==> config.mk <==
export PLATFORM = sky130hd
export DESIGN_NAME = camera_io_counter_timer
export DESIGN_NICKNAME = d
export VERILOG_FILES = /design/src/hdl/camera_io_counter_timer.v /design/src/hdl/edge_qualifier.v
export VERILOG_INCLUDE_DIRS = /design/src /design/src/common
export SDC_FILE = /design/constraint.sdc
export NUM_CORES = 1
export LEC_CHECK = 0
export BUFFER_PORTS_ARGS = -buffer_cell sky130_fd_sc_hd__clkbuf_2
export CAP_MARGIN = 30
export CELL_PAD_IN_SITES_DETAIL_PLACEMENT = 0
export CELL_PAD_IN_SITES_GLOBAL_PLACEMENT = 1
export CORE_UTILIZATION = 40
export CTS_BUF_LIST = sky130_fd_sc_hd__clkbuf_4
export CTS_CLUSTER_DIAMETER = 120
export DETAILED_ROUTE_END_ITERATION = 16
export MAX_ROUTING_LAYER = met4
export PLACE_DENSITY = 0.81
export SLEW_MARGIN = 30
export SYNTH_ARGS = -nofsm -noshare
export SYNTH_HDL_FRONTEND = slang
export SYNTH_SLANG_ARGS = --single-unit
==> constraint.sdc <==
create_clock -name core_clk -period 4.7 [get_ports core_clk]
set_input_delay 0.47 -clock core_clk [delete_from_list [all_inputs] [get_ports core_clk]]
set_output_delay 0.47 -clock core_clk [all_outputs]
set_load 0.05 [all_outputs]
==> src/common/camera_io_map.vh <==
// Constants for the camera digital I/O, counter and timer block.
// Assumes a 20 MHz core clock; times are derived from the clock period.
`ifndef CAMERA_IO_MAP_VH
`define CAMERA_IO_MAP_VH

// Clock period and microsecond tick
`define CLK_PERIOD_NS  50
`define US_NS          1000
`define US_CYC         ((`US_NS + `CLK_PERIOD_NS - 1) / `CLK_PERIOD_NS)
`define US_DIV_W       5

// Activation modes of a source signal
`define ACT_W          2
`define ACT_RISE       2'h0
`define ACT_FALL       2'h1
`define ACT_ANY        2'h2
`define ACT_HIGH       2'h3

// Source select width; code 0 is a constant low source
`define SRC_W          5
`define SRC_BUS_W      32

// Line direction
`define DIR_IN         1'h0
`define DIR_OUT        1'h1

// Counter states
`define TALLY_ST_W     2
`define TALLY_IDLE     2'h0
`define TALLY_ACTIVE   2'h1
`define TALLY_DONE     2'h2

// Timer states
`define PULSE_ST_W     2
`define PULSE_IDLE     2'h0
`define PULSE_DELAY    2'h1
`define PULSE_ACTIVE   2'h2
`define PULSE_DONE     2'h3

`endif

==> src/hdl/camera_io_counter_timer.v <==
// Digital I/O lines, user output word, event counters and us timers.
// Assumes all inputs are synchronous to core_clk; read data lags one cycle.
`timescale 1ns/1ns
`include "camera_io_map.vh"

module camera_io_counter_timer #(
	parameter NL = 8,  // Connector lines
	parameter NU = 8,  // User output bits
	parameter NC = 2,  // Counters
	parameter NT = 2,  // Timers
	parameter NX = 4,  // Internal acquisition signals
	parameter CW = 32, // Counter width
	parameter TW = 24  // Timer width in us
) (
	input  wire              core_clk,              // Core clock 20 MHz
	input  wire              rst,                   // Sync reset, high
	input  wire [NL-1:0]     pin_in,                // Line pad levels
	output reg  [NL-1:0]     pin_out,               // Line drive levels
	output reg  [NL-1:0]     pin_oe,                // Line drive enables
	input  wire [NX-1:0]     acq_signal,            // Internal sources
	input  wire [2:0]        pin_index_pick,        // Line selector
	input  wire              pin_cfg_wr,            // Line settings write
	input  wire              pin_direction_in,      // New direction
	input  wire              pin_polarity_flip_in,  // New inversion
	input  wire [`SRC_W-1:0] pin_drive_origin_in,   // New drive source
	output reg               pin_direction,         // Selected direction
	output reg               pin_polarity_flip,     // Selected inversion
	output reg  [`SRC_W-1:0] pin_drive_origin,      // Selected source
	output reg               pin_level,             // Selected line level
	output reg  [NL-1:0]     all_pin_levels,        // All line levels
	input  wire [2:0]        soft_out_bit_pick,     // User bit selector
	input  wire              soft_out_bit_wr,       // User bit write
	input  wire              soft_out_bit_value,    // User bit value
	input  wire              soft_out_word_wr,      // Whole word write
	input  wire [NU-1:0]     soft_out_word_in,      // Whole word value
	input  wire              soft_out_mask_wr,      // Mask write
	input  wire [NU-1:0]     soft_out_word_mask_in, // Mask value
	output reg  [NU-1:0]     soft_out_word,         // User output word
	output reg  [NU-1:0]     soft_out_word_mask,    // Write mask
	input  wire [0:0]        tally_index_pick,      // Counter selector
	input  wire              tally_cfg_wr,          // Counter setup write
	input  wire [`SRC_W-1:0] tally_increment_origin, // Event source
	input  wire [`ACT_W-1:0] tally_increment_edge,  // Event activation
	input  wire [`SRC_W-1:0] tally_clear_origin,    // Clear source
	input  wire [`ACT_W-1:0] tally_clear_edge,      // Clear activation
	input  wire [`SRC_W-1:0] tally_start_origin,    // Start source
	input  wire [`ACT_W-1:0] tally_start_edge,      // Start activation
	input  wire [CW-1:0]     tally_terminal_length, // Events to done
	input  wire              tally_soft_clear,      // Clear and start
	input  wire              tally_count_wr,        // Count write
	input  wire [CW-1:0]     tally_count_in,        // Count value
	output reg  [CW-1:0]     tally_count,           // Selected count
	output reg  [CW-1:0]     tally_captured_count,  // Count at clear
	output reg  [`TALLY_ST_W-1:0] tally_state,      // Selected state
	output reg  [NC-1:0]     tally_done_event,      // Done pulses
	input  wire [0:0]        pulse_unit_pick,       // Timer selector
	input  wire              pulse_cfg_wr,          // Timer setup write
	input  wire [TW-1:0]     pulse_length_us,       // Pulse length
	input  wire [TW-1:0]     pulse_lead_delay_us,   // Lead delay
	input  wire [`SRC_W-1:0] pulse_start_origin,    // Start source
	input  wire [`ACT_W-1:0] pulse_start_edge,      // Start activation
	input  wire              pulse_unit_soft_clear, // Clear and start
	input  wire              pulse_elapsed_wr,      // Elapsed write
	input  wire [TW-1:0]     pulse_elapsed_in,      // Elapsed value
	output reg  [TW-1:0]     pulse_elapsed_us,      // Selected elapsed
	output reg  [`PULSE_ST_W-1:0] pulse_unit_state, // Selected state
	output reg  [NT-1:0]     pulse_out              // Timer pulses
);
	localparam SRC_USED = 1 + NL + NU + NT + NC + NX;

	// Per-instance storage
	reg                    line_dir   [0:NL-1];
	reg                    line_flip  [0:NL-1];
	reg  [`SRC_W-1:0]      line_src   [0:NL-1];
	reg  [`SRC_W-1:0]      t_ev_src   [0:NC-1];
	reg  [`ACT_W-1:0]      t_ev_act   [0:NC-1];
	reg  [`SRC_W-1:0]      t_clr_src  [0:NC-1];
	reg  [`ACT_W-1:0]      t_clr_act  [0:NC-1];
	reg  [`SRC_W-1:0]      t_st_src   [0:NC-1];
	reg  [`ACT_W-1:0]      t_st_act   [0:NC-1];
	reg  [CW-1:0]          t_len      [0:NC-1];
	reg  [CW-1:0]          t_cnt      [0:NC-1];
	reg  [CW-1:0]          t_capt     [0:NC-1];
	reg  [`TALLY_ST_W-1:0] t_state    [0:NC-1];
	reg  [TW-1:0]          p_len      [0:NT-1];
	reg  [TW-1:0]          p_dly      [0:NT-1];
	reg  [`SRC_W-1:0]      p_st_src   [0:NT-1];
	reg  [`ACT_W-1:0]      p_st_act   [0:NT-1];
	reg  [TW-1:0]          p_el       [0:NT-1];
	reg  [`PULSE_ST_W-1:0] p_state    [0:NT-1];
	reg  [`US_DIV_W-1:0]   us_div;
	reg                    us_tick;
	wire [NL-1:0]          line_level;
	wire [SRC_USED-1:0]    src_used;
	wire [`SRC_BUS_W-1:0]  src_bus;
	wire [NC-1:0]          ev_hit;
	wire [NC-1:0]          clr_hit;
	wire [NC-1:0]          st_hit;
	wire [NT-1:0]          tm_hit;

	// Pick one source from the internal signal bus
	function pick_src;
		input [`SRC_BUS_W-1:0] bus;
		input [`SRC_W-1:0]     sel;
		begin
			pick_src = bus[sel];
		end
	endfunction

	// Line level as seen by the core: pad value, inverted if asked
	genvar g;
	generate
		for (g = 0; g < NL; g = g + 1) begin : gen_line
			assign line_level[g] = pin_in[g] ^ line_flip[g];
		end
	endgenerate

	// Source bus: 0 is constant low, then lines, user bits, timers,
	// counter ends, acquisition signals. Registered sources only feed
	// outputs through flops, so no combinational loop can form.
	assign src_used = {acq_signal, tally_done_event, pulse_out,
		soft_out_word, line_level, 1'b0};
	assign src_bus = {{(`SRC_BUS_W - SRC_USED){1'b0}}, src_used};

	// Activation qualifiers for counter event, clear and start, and for timer start
	generate
		for (g = 0; g < NC; g = g + 1) begin : gen_tq
			edge_qualifier u_ev (
				.core_clk (core_clk),
				.rst      (rst),
				.sig      (pick_src(src_bus, t_ev_src[g])),
				.mode     (t_ev_act[g]),
				.hit      (ev_hit[g])
			);
			edge_qualifier u_clr (
				.core_clk (core_clk),
				.rst      (rst),
				.sig      (pick_src(src_bus, t_clr_src[g])),
				.mode     (t_clr_act[g]),
				.hit      (clr_hit[g])
			);
			edge_qualifier u_st (
				.core_clk (core_clk),
				.rst      (rst),
				.sig      (pick_src(src_bus, t_st_src[g])),
				.mode     (t_st_act[g]),
				.hit      (st_hit[g])
			);
		end
		for (g = 0; g < NT; g = g + 1) begin : gen_pq
			edge_qualifier u_st (
				.core_clk (core_clk),
				.rst      (rst),
				.sig      (pick_src(src_bus, p_st_src[g])),
				.mode     (p_st_act[g]),
				.hit      (tm_hit[g])
			);
		end
	endgenerate

	// Microsecond enable; the first us after a start may be short
	// because the divider free-runs rather than restarting per timer.
	always @(posedge core_clk) begin
		if (rst) begin
			us_div  <= {`US_DIV_W{1'b0}};
			us_tick <= 1'b0;
		end else if (us_div == `US_CYC - 1) begin
			us_div  <= {`US_DIV_W{1'b0}};
			us_tick <= 1'b1;
		end else begin
			us_div  <= us_div + 1'b1;
			us_tick <= 1'b0;
		end
	end

	// Line settings, drive and user output word
	always @(posedge core_clk) begin : line_seq
		integer i;
		if (rst) begin
			for (i = 0; i < NL; i = i + 1) begin
				line_dir[i]  <= `DIR_IN;
				line_flip[i] <= 1'b0;
				line_src[i]  <= {`SRC_W{1'b0}};
			end
			pin_out            <= {NL{1'b0}};
			pin_oe             <= {NL{1'b0}};
			soft_out_word      <= {NU{1'b0}};
			soft_out_word_mask <= {NU{1'b1}};
		end else begin
			if (pin_cfg_wr) begin
				line_dir[pin_index_pick]  <= pin_direction_in;
				line_flip[pin_index_pick] <= pin_polarity_flip_in;
				line_src[pin_index_pick]  <= pin_drive_origin_in;
			end
			for (i = 0; i < NL; i = i + 1) begin
				pin_oe[i]  <= (line_dir[i] == `DIR_OUT);
				pin_out[i] <= pick_src(src_bus, line_src[i])
					^ line_flip[i];
			end
			if (soft_out_mask_wr)
				soft_out_word_mask <= soft_out_word_mask_in;
			// A bit write in the same cycle lands on top of a word write
			if (soft_out_word_wr)
				soft_out_word <= (soft_out_word & ~soft_out_word_mask)
					| (soft_out_word_in & soft_out_word_mask);
			if (soft_out_bit_wr)
				soft_out_word[soft_out_bit_pick] <= soft_out_bit_value;
		end
	end

	// Counters: soft clear, count write, clear source, start, event
	always @(posedge core_clk) begin : tally_seq
		integer i;
		if (rst) begin
			for (i = 0; i < NC; i = i + 1) begin
				t_ev_src[i]  <= {`SRC_W{1'b0}};
				t_ev_act[i]  <= `ACT_RISE;
				t_clr_src[i] <= {`SRC_W{1'b0}};
				t_clr_act[i] <= `ACT_RISE;
				t_st_src[i]  <= {`SRC_W{1'b0}};
				t_st_act[i]  <= `ACT_RISE;
				t_len[i]     <= {CW{1'b0}};
				t_cnt[i]     <= {CW{1'b0}};
				t_capt[i]    <= {CW{1'b0}};
				t_state[i]   <= `TALLY_IDLE;
			end
			tally_done_event <= {NC{1'b0}};
		end else begin
			for (i = 0; i < NC; i = i + 1) begin
				tally_done_event[i] <= 1'b0;
				if (tally_cfg_wr && tally_index_pick == i) begin
					t_ev_src[i]  <= tally_increment_origin;
					t_ev_act[i]  <= tally_increment_edge;
					t_clr_src[i] <= tally_clear_origin;
					t_clr_act[i] <= tally_clear_edge;
					t_st_src[i]  <= tally_start_origin;
					t_st_act[i]  <= tally_start_edge;
					t_len[i]     <= tally_terminal_length;
				end
				if (tally_soft_clear && tally_index_pick == i) begin
					t_capt[i]  <= t_cnt[i];
					t_cnt[i]   <= {CW{1'b0}};
					t_state[i] <= `TALLY_ACTIVE;
				end else if (tally_count_wr && tally_index_pick == i) begin
					t_cnt[i] <= tally_count_in;
				end else if (clr_hit[i]) begin
					t_capt[i] <= t_cnt[i];
					t_cnt[i]  <= {CW{1'b0}};
					// A cleared, completed counter resumes counting
					if (t_state[i] == `TALLY_DONE)
						t_state[i] <= `TALLY_ACTIVE;
				end else begin
					case (t_state[i])
						`TALLY_IDLE: begin
							if (st_hit[i])
								t_state[i] <= `TALLY_ACTIVE;
						end
						`TALLY_ACTIVE: begin
							if (ev_hit[i]) begin
								t_cnt[i] <= t_cnt[i] + 1'b1;
								if (t_cnt[i] + 1'b1 == t_len[i]) begin
									tally_done_event[i] <= 1'b1;
									t_state[i] <= `TALLY_DONE;
								end
							end
						end
						`TALLY_DONE: t_state[i] <= `TALLY_DONE;
						default:     t_state[i] <= `TALLY_IDLE;
					endcase
				end
			end
		end
	end

	// Timers: delay then pulse, both counted in microsecond ticks
	always @(posedge core_clk) begin : pulse_seq
		integer i;
		if (rst) begin
			for (i = 0; i < NT; i = i + 1) begin
				p_len[i]    <= {TW{1'b0}};
				p_dly[i]    <= {TW{1'b0}};
				p_st_src[i] <= {`SRC_W{1'b0}};
				p_st_act[i] <= `ACT_RISE;
				p_el[i]     <= {TW{1'b0}};
				p_state[i]  <= `PULSE_IDLE;
			end
		end else begin
			for (i = 0; i < NT; i = i + 1) begin
				if (pulse_cfg_wr && pulse_unit_pick == i) begin
					p_len[i]    <= pulse_length_us;
					p_dly[i]    <= pulse_lead_delay_us;
					p_st_src[i] <= pulse_start_origin;
					p_st_act[i] <= pulse_start_edge;
				end
				if (pulse_unit_soft_clear && pulse_unit_pick == i) begin
					p_el[i]    <= {TW{1'b0}};
					p_state[i] <= `PULSE_DELAY;
				end else if (pulse_elapsed_wr && pulse_unit_pick == i) begin
					p_el[i] <= pulse_elapsed_in;
				end else begin
					case (p_state[i])
						`PULSE_IDLE, `PULSE_DONE: begin
							if (tm_hit[i]) begin
								p_el[i]    <= {TW{1'b0}};
								p_state[i] <= `PULSE_DELAY;
							end
						end
						`PULSE_DELAY: begin
							if (p_el[i] >= p_dly[i]) begin
								p_el[i]    <= {TW{1'b0}};
								p_state[i] <= `PULSE_ACTIVE;
							end else if (us_tick)
								p_el[i] <= p_el[i] + 1'b1;
						end
						`PULSE_ACTIVE: begin
							if (p_el[i] >= p_len[i])
								p_state[i] <= `PULSE_DONE;
							else if (us_tick)
								p_el[i] <= p_el[i] + 1'b1;
						end
						default: p_state[i] <= `PULSE_IDLE;
					endcase
				end
			end
		end
	end

	// Pulse outputs and selected read-back, all registered
	always @(posedge core_clk) begin : readback_seq
		integer i;
		if (rst) begin
			pulse_out            <= {NT{1'b0}};
			pin_direction        <= `DIR_IN;
			pin_polarity_flip    <= 1'b0;
			pin_drive_origin     <= {`SRC_W{1'b0}};
			pin_level            <= 1'b0;
			all_pin_levels       <= {NL{1'b0}};
			tally_count          <= {CW{1'b0}};
			tally_captured_count <= {CW{1'b0}};
			tally_state          <= `TALLY_IDLE;
			pulse_elapsed_us     <= {TW{1'b0}};
			pulse_unit_state     <= `PULSE_IDLE;
		end else begin
			for (i = 0; i < NT; i = i + 1)
				pulse_out[i] <= (p_state[i] == `PULSE_ACTIVE)
					&& (p_el[i] < p_len[i]);
			pin_direction        <= line_dir[pin_index_pick];
			pin_polarity_flip    <= line_flip[pin_index_pick];
			pin_drive_origin     <= line_src[pin_index_pick];
			pin_level            <= line_level[pin_index_pick];
			all_pin_levels       <= line_level;
			tally_count          <= t_cnt[tally_index_pick];
			tally_captured_count <= t_capt[tally_index_pick];
			tally_state          <= t_state[tally_index_pick];
			pulse_elapsed_us     <= p_el[pulse_unit_pick];
			pulse_unit_state     <= p_state[pulse_unit_pick];
		end
	end
endmodule

==> src/hdl/edge_qualifier.v <==
// Activation qualifier: turns a source level into a hit, one cycle per edge or every cycle while high.
// Assumes the source is synchronous to core_clk.
`timescale 1ns/1ns
`include "camera_io_map.vh"

module edge_qualifier (
	input  wire                core_clk, // Core clock
	input  wire                rst,      // Synchronous reset, high
	input  wire                sig,      // Selected source level
	input  wire [`ACT_W-1:0]   mode,     // Activation mode
	output reg                 hit       // Qualified event, comb
);
	reg prev;

	// Remember last level; reset to low so a high source gives a rise
	always @(posedge core_clk) begin
		if (rst)
			prev <= 1'b0;
		else
			prev <= sig;
	end

	// Decode which condition counts as one event
	always @* begin
		case (mode)
			`ACT_RISE: hit = sig & ~prev;
			`ACT_FALL: hit = ~sig & prev;
			`ACT_ANY:  hit = sig ^ prev;
			`ACT_HIGH: hit = sig;
			default:   hit = 1'b0;
		endcase
	end
endmodule

After elaboration in Yosys (flattened, before gate mapping)
Memory sizes are Yosys's and may differ from the RTL's. A register that Yosys moved wholly into a read port is not among the register bits.
Cells that the tools add are included.
{"block": "op_classes", "add_sub_neg": 5, "order_cmp": 25, "eq_ne": 37, "n_mux": 318, "n_bitwise": 128, "n_reduce_logical": 35}
{"operator": "$mux 32", "n": 14}
{"operator": "$mux 24", "n": 16}
{"operator": "$mux 1", "n": 218}
{"operator": "$ge 24x24->1", "n": 4}
{"operator": "$lt 5x6->1 const B", "n": 16}
{"operator": "$bmux 1 s5", "n": 16}
{"operator": "$or 1x1->1", "n": 66}
{"operator": "$add 32x1->32 const B", "n": 2}
{"operator": "$eq 32x32->1", "n": 2}
{"operator": "$mux 2", "n": 28}
{"operator": "$add 24x1->24 const B", "n": 2}
{"operator": "$lt 24x24->1", "n": 2}
{"operator": "$mux 5", "n": 9}
{"operator": "$eq 2x2->1 const B", "n": 22}
{"operator": "$pmux 1 s4", "n": 8}
{"operator": "$eq 2x1->1 const B", "n": 12}
{"operator": "$logic_not 2->1", "n": 12}
{"operator": "$mux 8", "n": 3}
{"operator": "$xor 1x1->1", "n": 24}
{"operator": "$not 1->1", "n": 18}
{"operator": "$and 1x1->1", "n": 16}
{"operator": "$and 8x8->8", "n": 2}
{"operator": "$logic_and 1x1->1", "n": 15}
{"operator": "$mux 3", "n": 3}
{"operator": "other kinds (13)", "n": 18}
{"block": "totals", "regBits": 51, "mem_bits_rw": 456, "input_bits": 220, "elab_cells": 584, "mem_count": 19}
{"memory": "t_capt", "depth": 2, "width": 32, "read_ports": 1, "rd_ports_with_merged_regs": 1, "write_ports": 2, "line_no": "camera_io_counter_timer.v:83", "source": "reg [CW-1:0] t_capt [0:NC-1];"}
{"memory": "t_cnt", "depth": 2, "width": 32, "read_ports": 3, "rd_ports_with_merged_regs": 1, "write_ports": 2, "line_no": "camera_io_counter_timer.v:82", "source": "reg [CW-1:0] t_cnt [0:NC-1];"}
{"memory": "t_len", "depth": 2, "width": 32, "read_ports": 2, "rd_ports_with_merged_regs": 0, "write_ports": 2, "line_no": "camera_io_counter_timer.v:81", "source": "reg [CW-1:0] t_len [0:NC-1];"}
{"memory": "p_dly", "depth": 2, "width": 24, "read_ports": 2, "rd_ports_with_merged_regs": 0, "write_ports": 2, "line_no": "camera_io_counter_timer.v:86", "source": "reg [TW-1:0] p_dly [0:NT-1];"}
{"memory": "p_el", "depth": 2, "width": 24, "read_ports": 3, "rd_ports_with_merged_regs": 1, "write_ports": 2, "line_no": "camera_io_counter_timer.v:89", "source": "reg [TW-1:0] p_el [0:NT-1];"}
{"memory": "p_len", "depth": 2, "width": 24, "read_ports": 2, "rd_ports_with_merged_regs": 0, "write_ports": 2, "line_no": "camera_io_counter_timer.v:85", "source": "reg [TW-1:0] p_len [0:NT-1];"}
{"memory": "13 more memories"}

Longest topological paths before layout
Gate-level depths: netlist (run 1).
An unclocked memory read counts as a cell.
{"block": "depth", "word_depth": 18, "mapped_depth": 17}

By module
Synthesis (run 1) repeated with hierarchy kept, for this count alone.
{"block": "hier_totals", "cells_unflattened": 2953, "area_unflattened_um2": 33145.5}
{"module": "camera_io_counter_timer", "instances": 1, "cells_each": 2889, "area_per_inst_um2": 32484.9}
{"module": "edge_qualifier", "instances": 8, "cells_each": 8, "area_per_inst_um2": 82.6}

Worst setup path before layout (run 1)
OpenSTA, ideal clock, no wires.
{"block": "synth_path", "kind": "input to register", "start": "input pin_in[6]", "end": "memory p_el[0][0], enable pin", "arrival_time_ns": 3.657, "t_required_ns": 4.156, "slack_ns": 0.499, "cell_stages": 11, "n_path_buf": 1, "cell_sequence": "xor2_1 -> clkbuf_1 -> mux4_2 -> mux4_2 -> mux2_2 -> ha_1 -> mux2_2 -> o2111ai_1 -> nor2_1 -> a211oi_1 -> nand4b_1"}
{"item": "start, declared", "line_no": "camera_io_counter_timer.v:17", "source": "input wire [NL-1:0] pin_in,"}
{"item": "end, declared", "line_no": "camera_io_counter_timer.v:89"}

==> Implementation_results.wiki, run 1 <==
{| class="wikitable"
! Metric !! Value
|-
| Run status || finished, final reports clean
|-
| Most common cell in the synthesized netlist || sky130_fd_sc_hd__edfxtp_1
|-
| Count of endpoints failing hold in the final timing report || 0
|-
| Number of instances in the synthesized netlist || around 3000
|-
| Area growth from synthesis to final layout || 22.7%
|-
| Warning count from the yosys run || 0
|-
| DRC marker count from the first detailed-route iteration || 2766
|-
| Worst-case register-to-register setup slack || approximately 0.63 ns
|-
| Later-pin clock latency in the skew report || 1.03 ns
|-
| Proportion of power drawn by flip-flops and latches || 47.6%
|-
| Fin. max-slew vios || 0
|-
| Skew final || 0.0986 ns
|-
| Cell taking the most area after synthesis || sky130_fd_sc_hd__edfxtp_1
|-
| Row count || ~110
|-
| Die X || between 200 and 300 µm
|-
| Required time of the critical path || 5.30 ns
|-
| Worst vdd ir || 0.000163 V
|-
| Initial core utilization || 40.6%
|-
| Post-synth EDFFs || 456
|-
| Vias per Instance || about 5.5
|-
| TritonCTS buffer count || 168
|-
| RSZ-0062 raised after global routing || false
|-
| Pwr/cell area || 360 mW/mm²
|-
| Switching share of power || 31.0%
|-
| Via count of the routed design || 26424
|-
| First-pass GRT wire length || between 150000 and 200000 µm
|-
| Number of global-route vias before repair || 25617
|-
| Overall die height || around 290 µm
|-
| Count of input and output buffers || 363
|-
| Remaining number of nets flagged by the antenna check after routing || 0
|-
| Worst hold path depth || 4
|-
| Clock root buffer || sky130_fd_sc_hd__clkbuf_4
|-
| Wirelength per Cell || 21.7 µm
|-
| Global-route total usage across every layer || 25.2%
|-
| Hold wc startpoint || pin_cfg_wr
|-
| Number of max-capacitance violations reported || 0
|-
| Clock Sinks || 614
|-
| Share of cells above drive strength 1 || 23.2%
|-
| Number of remaining DRC errors || 0
|-
| Number of post-CTS setup repair buffers || 0
|-
| Number of iterations in the first detailed-routing pass || 5
|-
| Post-synthesis cell area || 0.0334 mm²
|-
| Clock network power share || 33.9%
|-
| Internal power || slightly above 10000 µW
|-
| Layout Utilization || 49.8%
|-
| Deepest level of the CTS H-tree || 4
|-
| Minimum clock period after layout || 4.07 ns
|-
| Share of total power in combinational logic || 18.5%
|-
| Worst Hold Path EP || line_src[2][3]$_SDFFCE_PN0P_
|-
| Global placement routability congestion || between 0.9 and 1
|-
| Floorplan core area || 0.0824 mm²
|-
| Peak Freq || 245 MHz
|-
| Number of setup violations in the final report || 0
|-
| Final clock period utilization by the worst path || approximately 87%
|-
| Most instantiated cells after synthesis || sky130_fd_sc_hd__edfxtp_1 (456), sky130_fd_sc_hd__nand2_1 (256), sky130_fd_sc_hd__and2_1 (208), sky130_fd_sc_hd__nor2_1 (208), sky130_fd_sc_hd__o21ai_0 (192)
|-
| Class of the tightest hold or removal check || input pin to register
|-
| Nets in the synthesized netlist || 3307
|-
| Relative slew margins || roughly a third
|-
| Crit-path max FO || 32
|-
| Asr flop ratio synth || 0%
|-
| Top area cells in the synthesized netlist || sky130_fd_sc_hd__edfxtp_1 (41%), sky130_fd_sc_hd__dfxtp_1 (9.5%), sky130_fd_sc_hd__mux4_2 (6.9%), sky130_fd_sc_hd__ha_1 (4.5%), sky130_fd_sc_hd__mux2i_1 (4.2%)
|-
| Origin of the critical flop-to-flop path || line_flip[6]$_SDFFCE_PN0P_
|-
| Clk slew on worst S/H paths || 0.07 ns
|-
| Number of distinct library cells after synthesis || 93
|-
| CTS Hold Buffers Added || 228
|-
| Share of the synthesized area in the top cell type || between 40% and 50%
|-
| Area enclosed by the die boundary || 0.0847 mm²
|-
| Routed wire length || 105000 µm
|-
| Leading register cell type out of synthesis || sky130_fd_sc_hd__edfxtp_1
|-
| I/O pins || between 300 and 400
|-
| Accumulated negative setup slack || 0 ns
|-
| Capture instance of the worst register-to-register path || t_capt[0][15]$_SDFFCE_PP0P_
|-
| Resize count post-CTS || 0
|-
| Arrival @ worst endpoint || between 4 and 5 ns
|-
| Maximum number of pins on one net before global-route repair || 71
|-
| Sum of net half-perimeters after detailed placement || 75500 µm
|-
| Antenna violations before repair || 6
|-
| Synthesis-stage register bit count || 614
|-
| Maximum buffer depth of the clock tree || 3
|-
| TritonCTS clock tree || yes
|-
| Sequential-to-total area share from yosys stat || between 50% and 60%
|-
| Number of nets at the end of the flow || a little under 4000
|-
| Startpoint type of the worst setup path || register
|-
| Slew at the pin closest to its max-slew limit || 1.01 ns
|-
| Endpoint kind of the worst setup timing path || register
|-
| Average instance area after synthesis || 11.3 µm²
|-
| R2R depth || 15
|-
| Setup Crit Path Kind || register to register
|-
| Net switching power || 4570 µW
|-
| Total overflow reported by the global router || 0
|-
| Leakage || 0.0166 µW
|-
| Startpoint of the worst setup timing path || line_flip[6]$_SDFFCE_PN0P_
|}
## worst max-delay path by stage
| stage | slack (ns) | end | cells past startpoint |
|---|---|---|---|
| 2_1_floorplan | 0.50 | p_el[0][0]$_SDFFCE_PP0P_ | 11 |
| 3_3_place_gp | 0.73 | p_el[0][12]$_SDFFCE_PP0P_ | 13 |
| 3_5_place_dp | 0.60 | t_capt[0][2]$_SDFFCE_PP0P_ | 16 |
| 4_1_cts | 0.63 | t_capt[0][7]$_SDFFCE_PP0P_ | 15 |
| 5_1_grt | 0.27 | t_capt[0][12]$_SDFFCE_PP0P_ | 14 |
| 6_report | 0.63 | t_capt[0][15]$_SDFFCE_PP0P_ | 15 |
## area by class of cell
| type | instances | area (µm²) |
|---|---|---|
| Fill cell | 7442 | 41400 |
| Timing Repair Buffer | 653 | 4600 |
| Clock buffer | 252 | 1890 |
| Sequential cell | 614 | 16900 |
| Clock inverter | 61 | 364 |
| Antenna cell | 7 | 17.5 |
| Multi-Input combinational cell | 2019 | 15300 |
| Inverter | 161 | 604 |
| Tap cell | 1070 | 1340 |
## critical path, stage by stage (launching register included)
cell and delay, ns:
sky130_fd_sc_hd__edfxtp_1 0.46, sky130_fd_sc_hd__xor2_1 0.58, sky130_fd_sc_hd__buf_4 0.27, sky130_fd_sc_hd__mux4_2 0.23, sky130_fd_sc_hd__nand2_1 0.05, sky130_fd_sc_hd__a311oi_1 0.42
sky130_fd_sc_hd__nor2_1 0.14, sky130_fd_sc_hd__inv_1 0.08, sky130_fd_sc_hd__ha_1 0.13, sky130_fd_sc_hd__nor2b_1 0.12, sky130_fd_sc_hd__a211oi_1 0.06, sky130_fd_sc_hd__a31oi_1 0.20
sky130_fd_sc_hd__o21ai_2 0.16, sky130_fd_sc_hd__nor2_1 0.18, sky130_fd_sc_hd__or3_1 0.13, sky130_fd_sc_hd__buf_4 0.40
## kinds of logic after synthesis
| family | Yosys count | share of synthesized area [%] |
|---|---|---|
| xor+xnor | 185 | 5.15 |
| simple gates | 1062 | 16.8 |
| flops | 614 | 50.5 |
| compound gates | 396 | 7.46 |
| buf+inv | 333 | 3.86 |
| fa+ha+maj | 121 | 4.53 |
| mux | 255 | 11.7 |
## placed cells by master (no fill, tap or decap), types with 28 or more instances in the layout
cell type                       count
sky130_fd_sc_hd__a21oi_1           41
sky130_fd_sc_hd__and2_1           208
sky130_fd_sc_hd__buf_4             60
sky130_fd_sc_hd__clkbuf_2         361
sky130_fd_sc_hd__clkbuf_4         252
sky130_fd_sc_hd__clkinv_1          34
sky130_fd_sc_hd__dfxtp_1          158
sky130_fd_sc_hd__dlygate4sd3_1    228
sky130_fd_sc_hd__edfxtp_1         456
sky130_fd_sc_hd__ha_1             121
sky130_fd_sc_hd__inv_1            161
sky130_fd_sc_hd__mux2i_1          140
sky130_fd_sc_hd__mux4_2           103
sky130_fd_sc_hd__nand2_1          254
sky130_fd_sc_hd__nand3_1           86
sky130_fd_sc_hd__nand4_1           49
sky130_fd_sc_hd__nor2_1           207
sky130_fd_sc_hd__nor2b_1           61
sky130_fd_sc_hd__nor3_1            28
sky130_fd_sc_hd__o21ai_0          188
sky130_fd_sc_hd__xnor2_1           99
sky130_fd_sc_hd__xor2_1            77
## metrics by stage
step	area, µm²	total power [µW]	worst slack [ns]	cells	hold slack (ns)
floorplan	33400	8680	0.499	2966	0.418
global placement	36400	9640	0.726	4289	0.432
detailed placement	36400	9670	0.596	4289	0.438
CTS	41000	14900	0.631	4830	0.00819
global route	41000	15500	0.270	4833	0.00856
finish	41000	14800	0.625	4837	0.0915
## layer usage
| layer | wire length (µm) | global-route usage [%] | vias up | part of all wire, % |
|---|---|---|---|---|
| met5 | 0 | - | - | 0 |
| met2 | 46900 | 37.2 | 1304 | 45 |
| met3 | 9240 | 5.50 | 222 | 8.8 |
| met1 | 45200 | 33.8 | 12726 | 43 |
| li1 | - | - | 12172 | - |
| met4 | 3440 | 9.76 | 0 | 3.3 |
## power groups by stage
stage               Clock, µW  Sequential (µW)  Combinational (µW)
global route             5430             7080                2950
CTS                      5150             7010                2720
finish                   5000             7030                2730
detailed placement          0             7120                2550
floorplan                   0             7110                1570
global placement            0             7110                2530
## state kept, by name, indices dropped and copies added (netlist names), 32 cells and up
register              cells
p_dly                    48
p_len                    48
tally_count              32
tally_captured_count     32
line_src                 40
p_el                     48
t_cnt                    64
t_len                    64
t_capt                   64
Note: power is estimated with default switching activity, not from simulation.
==> run 2: changes to the inputs <==
--- a/config.mk
+++ b/config.mk
@@ -7,7 +7,7 @@
 export NUM_CORES = 1
 export LEC_CHECK = 0
 export BUFFER_PORTS_ARGS = -buffer_cell sky130_fd_sc_hd__clkbuf_2
-export CAP_MARGIN = 30
+export CAP_MARGIN = 20
 export CELL_PAD_IN_SITES_DETAIL_PLACEMENT = 0
 export CELL_PAD_IN_SITES_GLOBAL_PLACEMENT = 1
 export CORE_UTILIZATION = 40
@@ -19,4 +19,5 @@
 export SLEW_MARGIN = 30
 export SYNTH_ARGS = -nofsm -noshare
 export SYNTH_HDL_FRONTEND = slang
+export SYNTH_HIERARCHICAL = 1
 export SYNTH_SLANG_ARGS = --single-unit
==> run 2 against run 1 <==
Synthesized cell count fell by 0.44%; largest power group unchanged; first-iteration DRC count fell by 4.6%; sequential power rose by 2%; clock skew fell by 0.0058 ns; area after synthesis fell by 0.78%; combinational power rose by 14%; die area fell by 0.78%; hold slack improved by 0.077 ns; critical endpoint is now t_state[0][0]$_SDFFCE_PP0P_; sequential share of layout area barely moved.
==> Implementation_results.wiki, run 2 <==
{| class="wikitable"
! Metric !! Value
|-
| First-pass GRT wire length || 162000 µm (+3.7%)
|-
| Number of nets at the end of the flow || 3962 (+0.10%)
|-
| TritonCTS clock tree || yes
|-
| Slew at the pin closest to its max-slew limit || 0.954 ns (-0.0548 ns)
|-
| Maximum single-stage delay on the critical path || 0.58 ns (about the same)
|-
| Post-synth EDFFs || 456 (unchanged)
|-
| Clock root buffer || sky130_fd_sc_hd__clkbuf_4
|-
| Remaining number of nets flagged by the antenna check after routing || 0 (unchanged)
|-
| Relative slew margins || 36.1% (+3.9 points)
|-
| Pwr/cell area || 372 mW/mm² (+3.2%)
|-
| Worst Hold Path EP || line_src[2][0]$_SDFFCE_PN0P_
|-
| Startpoint type of the worst setup path || register
|-
| Min Hold Slack || 0.168 ns (+0.0767 ns)
|-
| Number of filler instances in the final layout || 7444 (+0.027%)
|-
| Most common cell in the synthesized netlist || sky130_fd_sc_hd__edfxtp_1
|-
| Count of endpoints failing hold in the final timing report || 0 (unchanged)
|-
| Capture instance of the worst register-to-register path || t_state[0][0]$_SDFFCE_PP0P_
|-
| Top library cells by usage in the layout, fill and taps aside || sky130_fd_sc_hd__edfxtp_1 (456), sky130_fd_sc_hd__clkbuf_2 (361), sky130_fd_sc_hd__nand2_1 (253)
|-
| Overall die height || 290 µm (-0.39%)
|-
| Number of global-route vias before repair || 26128 (+2.0%)
|-
| Area enclosed by the die boundary || 0.0840 mm² (-0.78%)
|-
| Sequential-to-total area share from yosys stat || 50.9% (+0.40 points)
|-
| TritonCTS buffer count || 163 (-3.0%)
|-
| Count of input and output buffers || 363 (unchanged)
|-
| Maximum number of pins on one net before global-route repair || 70 (-1.4%)
|-
| Number of instances in the synthesized netlist || 2953 (-0.44%)
|-
| Clk slew on worst S/H paths || 0.07 ns (about the same)
|-
| Top area cells in the synthesized netlist || sky130_fd_sc_hd__edfxtp_1 (41%), sky130_fd_sc_hd__dfxtp_1 (9.5%), sky130_fd_sc_hd__mux4_2 (8.2%), sky130_fd_sc_hd__ha_1 (4.6%), sky130_fd_sc_hd__and2_1 (4.3%)
|-
| Nets in the synthesized netlist || 3294 (-0.39%)
|-
| Startpoint of the worst setup timing path || line_flip[5]$_SDFFCE_PN0P_
|-
| R2R depth || 18 (+3)
|-
| Skew final || 0.0928 ns (-0.00582 ns)
|-
| Final clock period utilization by the worst path || 98.7% (+12 points)
|-
| Area growth from synthesis to final layout || 23.7%
|-
| Number of max-capacitance violations reported || 0 (unchanged)
|-
| DRC marker count from the first detailed-route iteration || 2639 (-4.6%)
|-
| Multi-input gate area in the final layout || 0.0151 mm² (-1.2%)
|-
| Maximum buffer depth of the clock tree || 3 (unchanged)
|-
| Crit-path max FO || 4 (-88%)
|-
| Endpoint kind of the worst setup timing path || register
|-
| Biggest registers after layout || t_capt: 64 flops, t_cnt: 64 flops, t_len: 64 flops
|-
| Antenna violations before repair || 8 (+2)
|-
| Wirelength per Cell || 22.5 µm (+3.8%)
|-
| Asr flop ratio synth || 0% (unchanged)
|-
| Average instance area after synthesis || 11.2 µm² (-0.35%)
|-
| Hold wc startpoint || pin_cfg_wr
|-
| Peak Freq || 216 MHz (-12%)
|-
| Class of the tightest hold or removal check || input pin to register
|-
| Worst vdd ir || 0.000256 V (+57%)
|-
| Fin. max-slew vios || 0 (unchanged)
|-
| Number of setup violations in the final report || 0 (unchanged)
|-
| CP Cell Sequence || xor2_2 -> buf_4 -> mux4_2 -> mux4_2 -> nor2_4 -> a21oi_2 -> inv_1 -> ha_1 -> inv_1 -> mux4_2 -> nand3b_1 -> or4_4 -> a2111oi_4 -> nand4_1 -> nor4_2 -> o2111ai_2 -> nand2b_1 -> or2_4
|-
| Worst-case register-to-register setup slack || 0.06 ns (-0.57 ns)
|-
| Share of the synthesized area in the top cell type || 41.3% (+0.32 points)
|-
| Arrival @ worst endpoint || 5.36 ns (+0.69 ns)
|-
| Number of distinct library cells after synthesis || 79 (-15%)
|-
| Global-route total usage across every layer || 26.4% (+1.2 points)
|-
| Register area || 0.0169 mm² (unchanged)
|-
| Total overflow reported by the global router || 0 (unchanged)
|-
| Initial core utilization || 40.4% (-0.12 points)
|-
| Required time of the critical path || 5.42 ns (+0.12 ns)
|-
| Kind of cell with the highest combined delay on the critical path || simple AND/OR/NAND/NOR gates
|-
| Run status || finished, final reports clean
|-
| Number of remaining DRC errors || 0 (unchanged)
|-
| RSZ-0062 raised after global routing || true
|-
| Most common cell after layout, fill and taps aside || sky130_fd_sc_hd__edfxtp_1
|-
| Routed wire length || 109000 µm (+3.6%)
|-
| Global placement routability congestion || 0.974 (+1.3%)
|-
| Critical path's most frequent cell || sky130_fd_sc_hd__mux4_2
|-
| Die X || 290 µm (-0.39%)
|-
| Number of iterations in the first detailed-routing pass || 5 (unchanged)
|-
| Worst hold path depth || 4 (unchanged)
|-
| Sum of net half-perimeters after detailed placement || 79900 µm (+5.7%)
|-
| Accumulated negative setup slack || 0 ns (unchanged)
|-
| Origin of the critical flop-to-flop path || line_flip[5]$_SDFFCE_PN0P_
|-
| Most instantiated cells after synthesis || sky130_fd_sc_hd__edfxtp_1 (456), sky130_fd_sc_hd__nand2_1 (253), sky130_fd_sc_hd__and2_1 (226)
|-
| Via count of the routed design || 26586 (+0.61%)
|-
| Leakage || 0.0166 µW (-0.37%)
|-
| Floorplan core area || 0.0820 mm² (-0.48%)
|-
| Sum of buffers and inverters on the critical path || 3 (unchanged)
|-
| Vias per Instance || 5.50 (+0.76%)
|-
| I/O pins || 364 (unchanged)
|-
| Clock Sinks || 614 (unchanged)
|-
| Row count || 105 (unchanged)
|-
| Setup Crit Path Kind || register to register
|-
| Share of cells above drive strength 1 || 24.5% (+1.4 points)
|-
| Post-synthesis cell area || 0.0331 mm² (-0.78%)
|-
| Later-pin clock latency in the skew report || 1.00 ns (-0.03 ns)
|-
| Deepest level of the CTS H-tree || 4 (unchanged)
|-
| Leading register cell type out of synthesis || sky130_fd_sc_hd__edfxtp_1
|-
| Cell with the largest stage delay on the worst path || sky130_fd_sc_hd__or4_4
|-
| Minimum clock period after layout || 4.64 ns (+0.565 ns)
|-
| Synthesis-stage register bit count || 614 (unchanged)
|-
| Warning count from the yosys run || 6 (+6)
|-
| Cell taking the most area after synthesis || sky130_fd_sc_hd__edfxtp_1
|}
[run 2: changes by cell type after synthesis, moves of 10 or more]
cell                       before  now
sky130_fd_sc_hd__and2_1       208  226
sky130_fd_sc_hd__nor3_1        29   48
sky130_fd_sc_hd__nor2b_1       63   44
sky130_fd_sc_hd__o21ai_0      192  168
sky130_fd_sc_hd__clkbuf_1     134  144
sky130_fd_sc_hd__xnor2_1       99   80
sky130_fd_sc_hd__a21oi_1       41   61
sky130_fd_sc_hd__mux2i_1      140  112
sky130_fd_sc_hd__mux4_2       103  120
sky130_fd_sc_hd__o211ai_1      19   30
sky130_fd_sc_hd__a211o_1        1   12
[run 2: metal layers]
metal,part of all wire [%],vias to the layer above,GRT usage [%]
met5,0,-,-
met4,3.7,0,10.9
met3,9.1,218,5.29
met2,45,1408,39.5
met1,42,12819,34.9
li1,-,12141,-
[run 2: final cells by class]
cell class / count / area share [%]
clock buffers: 249 / 4.56
flip-flops and latches: 614 / 41.1
inverters: 160 / 1.46
well taps: 1070 / 3.26
repair buffers: 685 / 11.9
clock inverters: 49 / 0.805
diodes: 6 / 0.0366
multi-input cells: 1997 / 36.9
[run 2: cell families after synthesis]
group / Yosys count / synth area share, %
DFF: 614 / 50.9
AOI/OAI and AO/OA: 400 / 7.55
buffers and inverters: 342 / 4.04
adders and majority gates: 121 / 4.57
and+or+nand+nor: 1077 / 17.0
xor gates and xnor gates: 167 / 4.50
muxes: 232 / 11.5
[run 2: worst max path at each step]
stage                                  end  slack (ns)  cells past startpoint
2_1_floorplan  t_state[0][0]$_SDFFCE_PP0P_        0.01                     18
5_1_grt        t_state[0][0]$_SDFFCE_PP0P_       -0.12                     18
3_5_place_dp       t_state[1][0]$_DFFE_PP_       -0.25                     18
6_report       t_state[0][0]$_SDFFCE_PP0P_        0.06                     18
4_1_cts            t_state[1][0]$_DFFE_PP_        0.03                     17
3_3_place_gp       t_state[1][0]$_DFFE_PP_       -0.13                     18
[run 2: where the power goes]
group	total [µW]	internal, µW	switching, µW	leakage, µW
Combinational	3120	1280	1840	0.00922
Clock	4950	2650	2300	0.00131
Sequential	7170	6490	685	0.00605
Total	15200	10400	4830	0.0166
[run 2: repair_timing]
action                                  CTS  global route
pin swaps                                 2            12
hold buffers                            215             0
gates resized for setup                   2            11
endpoints found under the setup margin    3             9
endpoints found under the hold margin   433             0
setup buffers                             1             4
[run 2: stage by stage]
step / cell area (µm²) / total power, µW / std cells / worst slack (ns) / utilization (%)
after floorplan: 33200 / 8990 / 2953 / 0.0130 / -
after global placement: 36500 / 10100 / 4304 / -0.128 / 44.5
after detailed placement: 36500 / 10200 / 4306 / -0.255 / 44.6
after CTS: 40900 / 15300 / 4820 / 0.0303 / 49.9
after global routing: 41000 / 15900 / 4830 / -0.120 / 50.0
final: 41000 / 15200 / 4830 / 0.0598 / 50.0
[run 2: worst min-delay path: cells and delay by family]
family                 cells  cell delay, ns
AND/OR/NAND/NOR            3            0.38
buffers and inverters      1            0.13
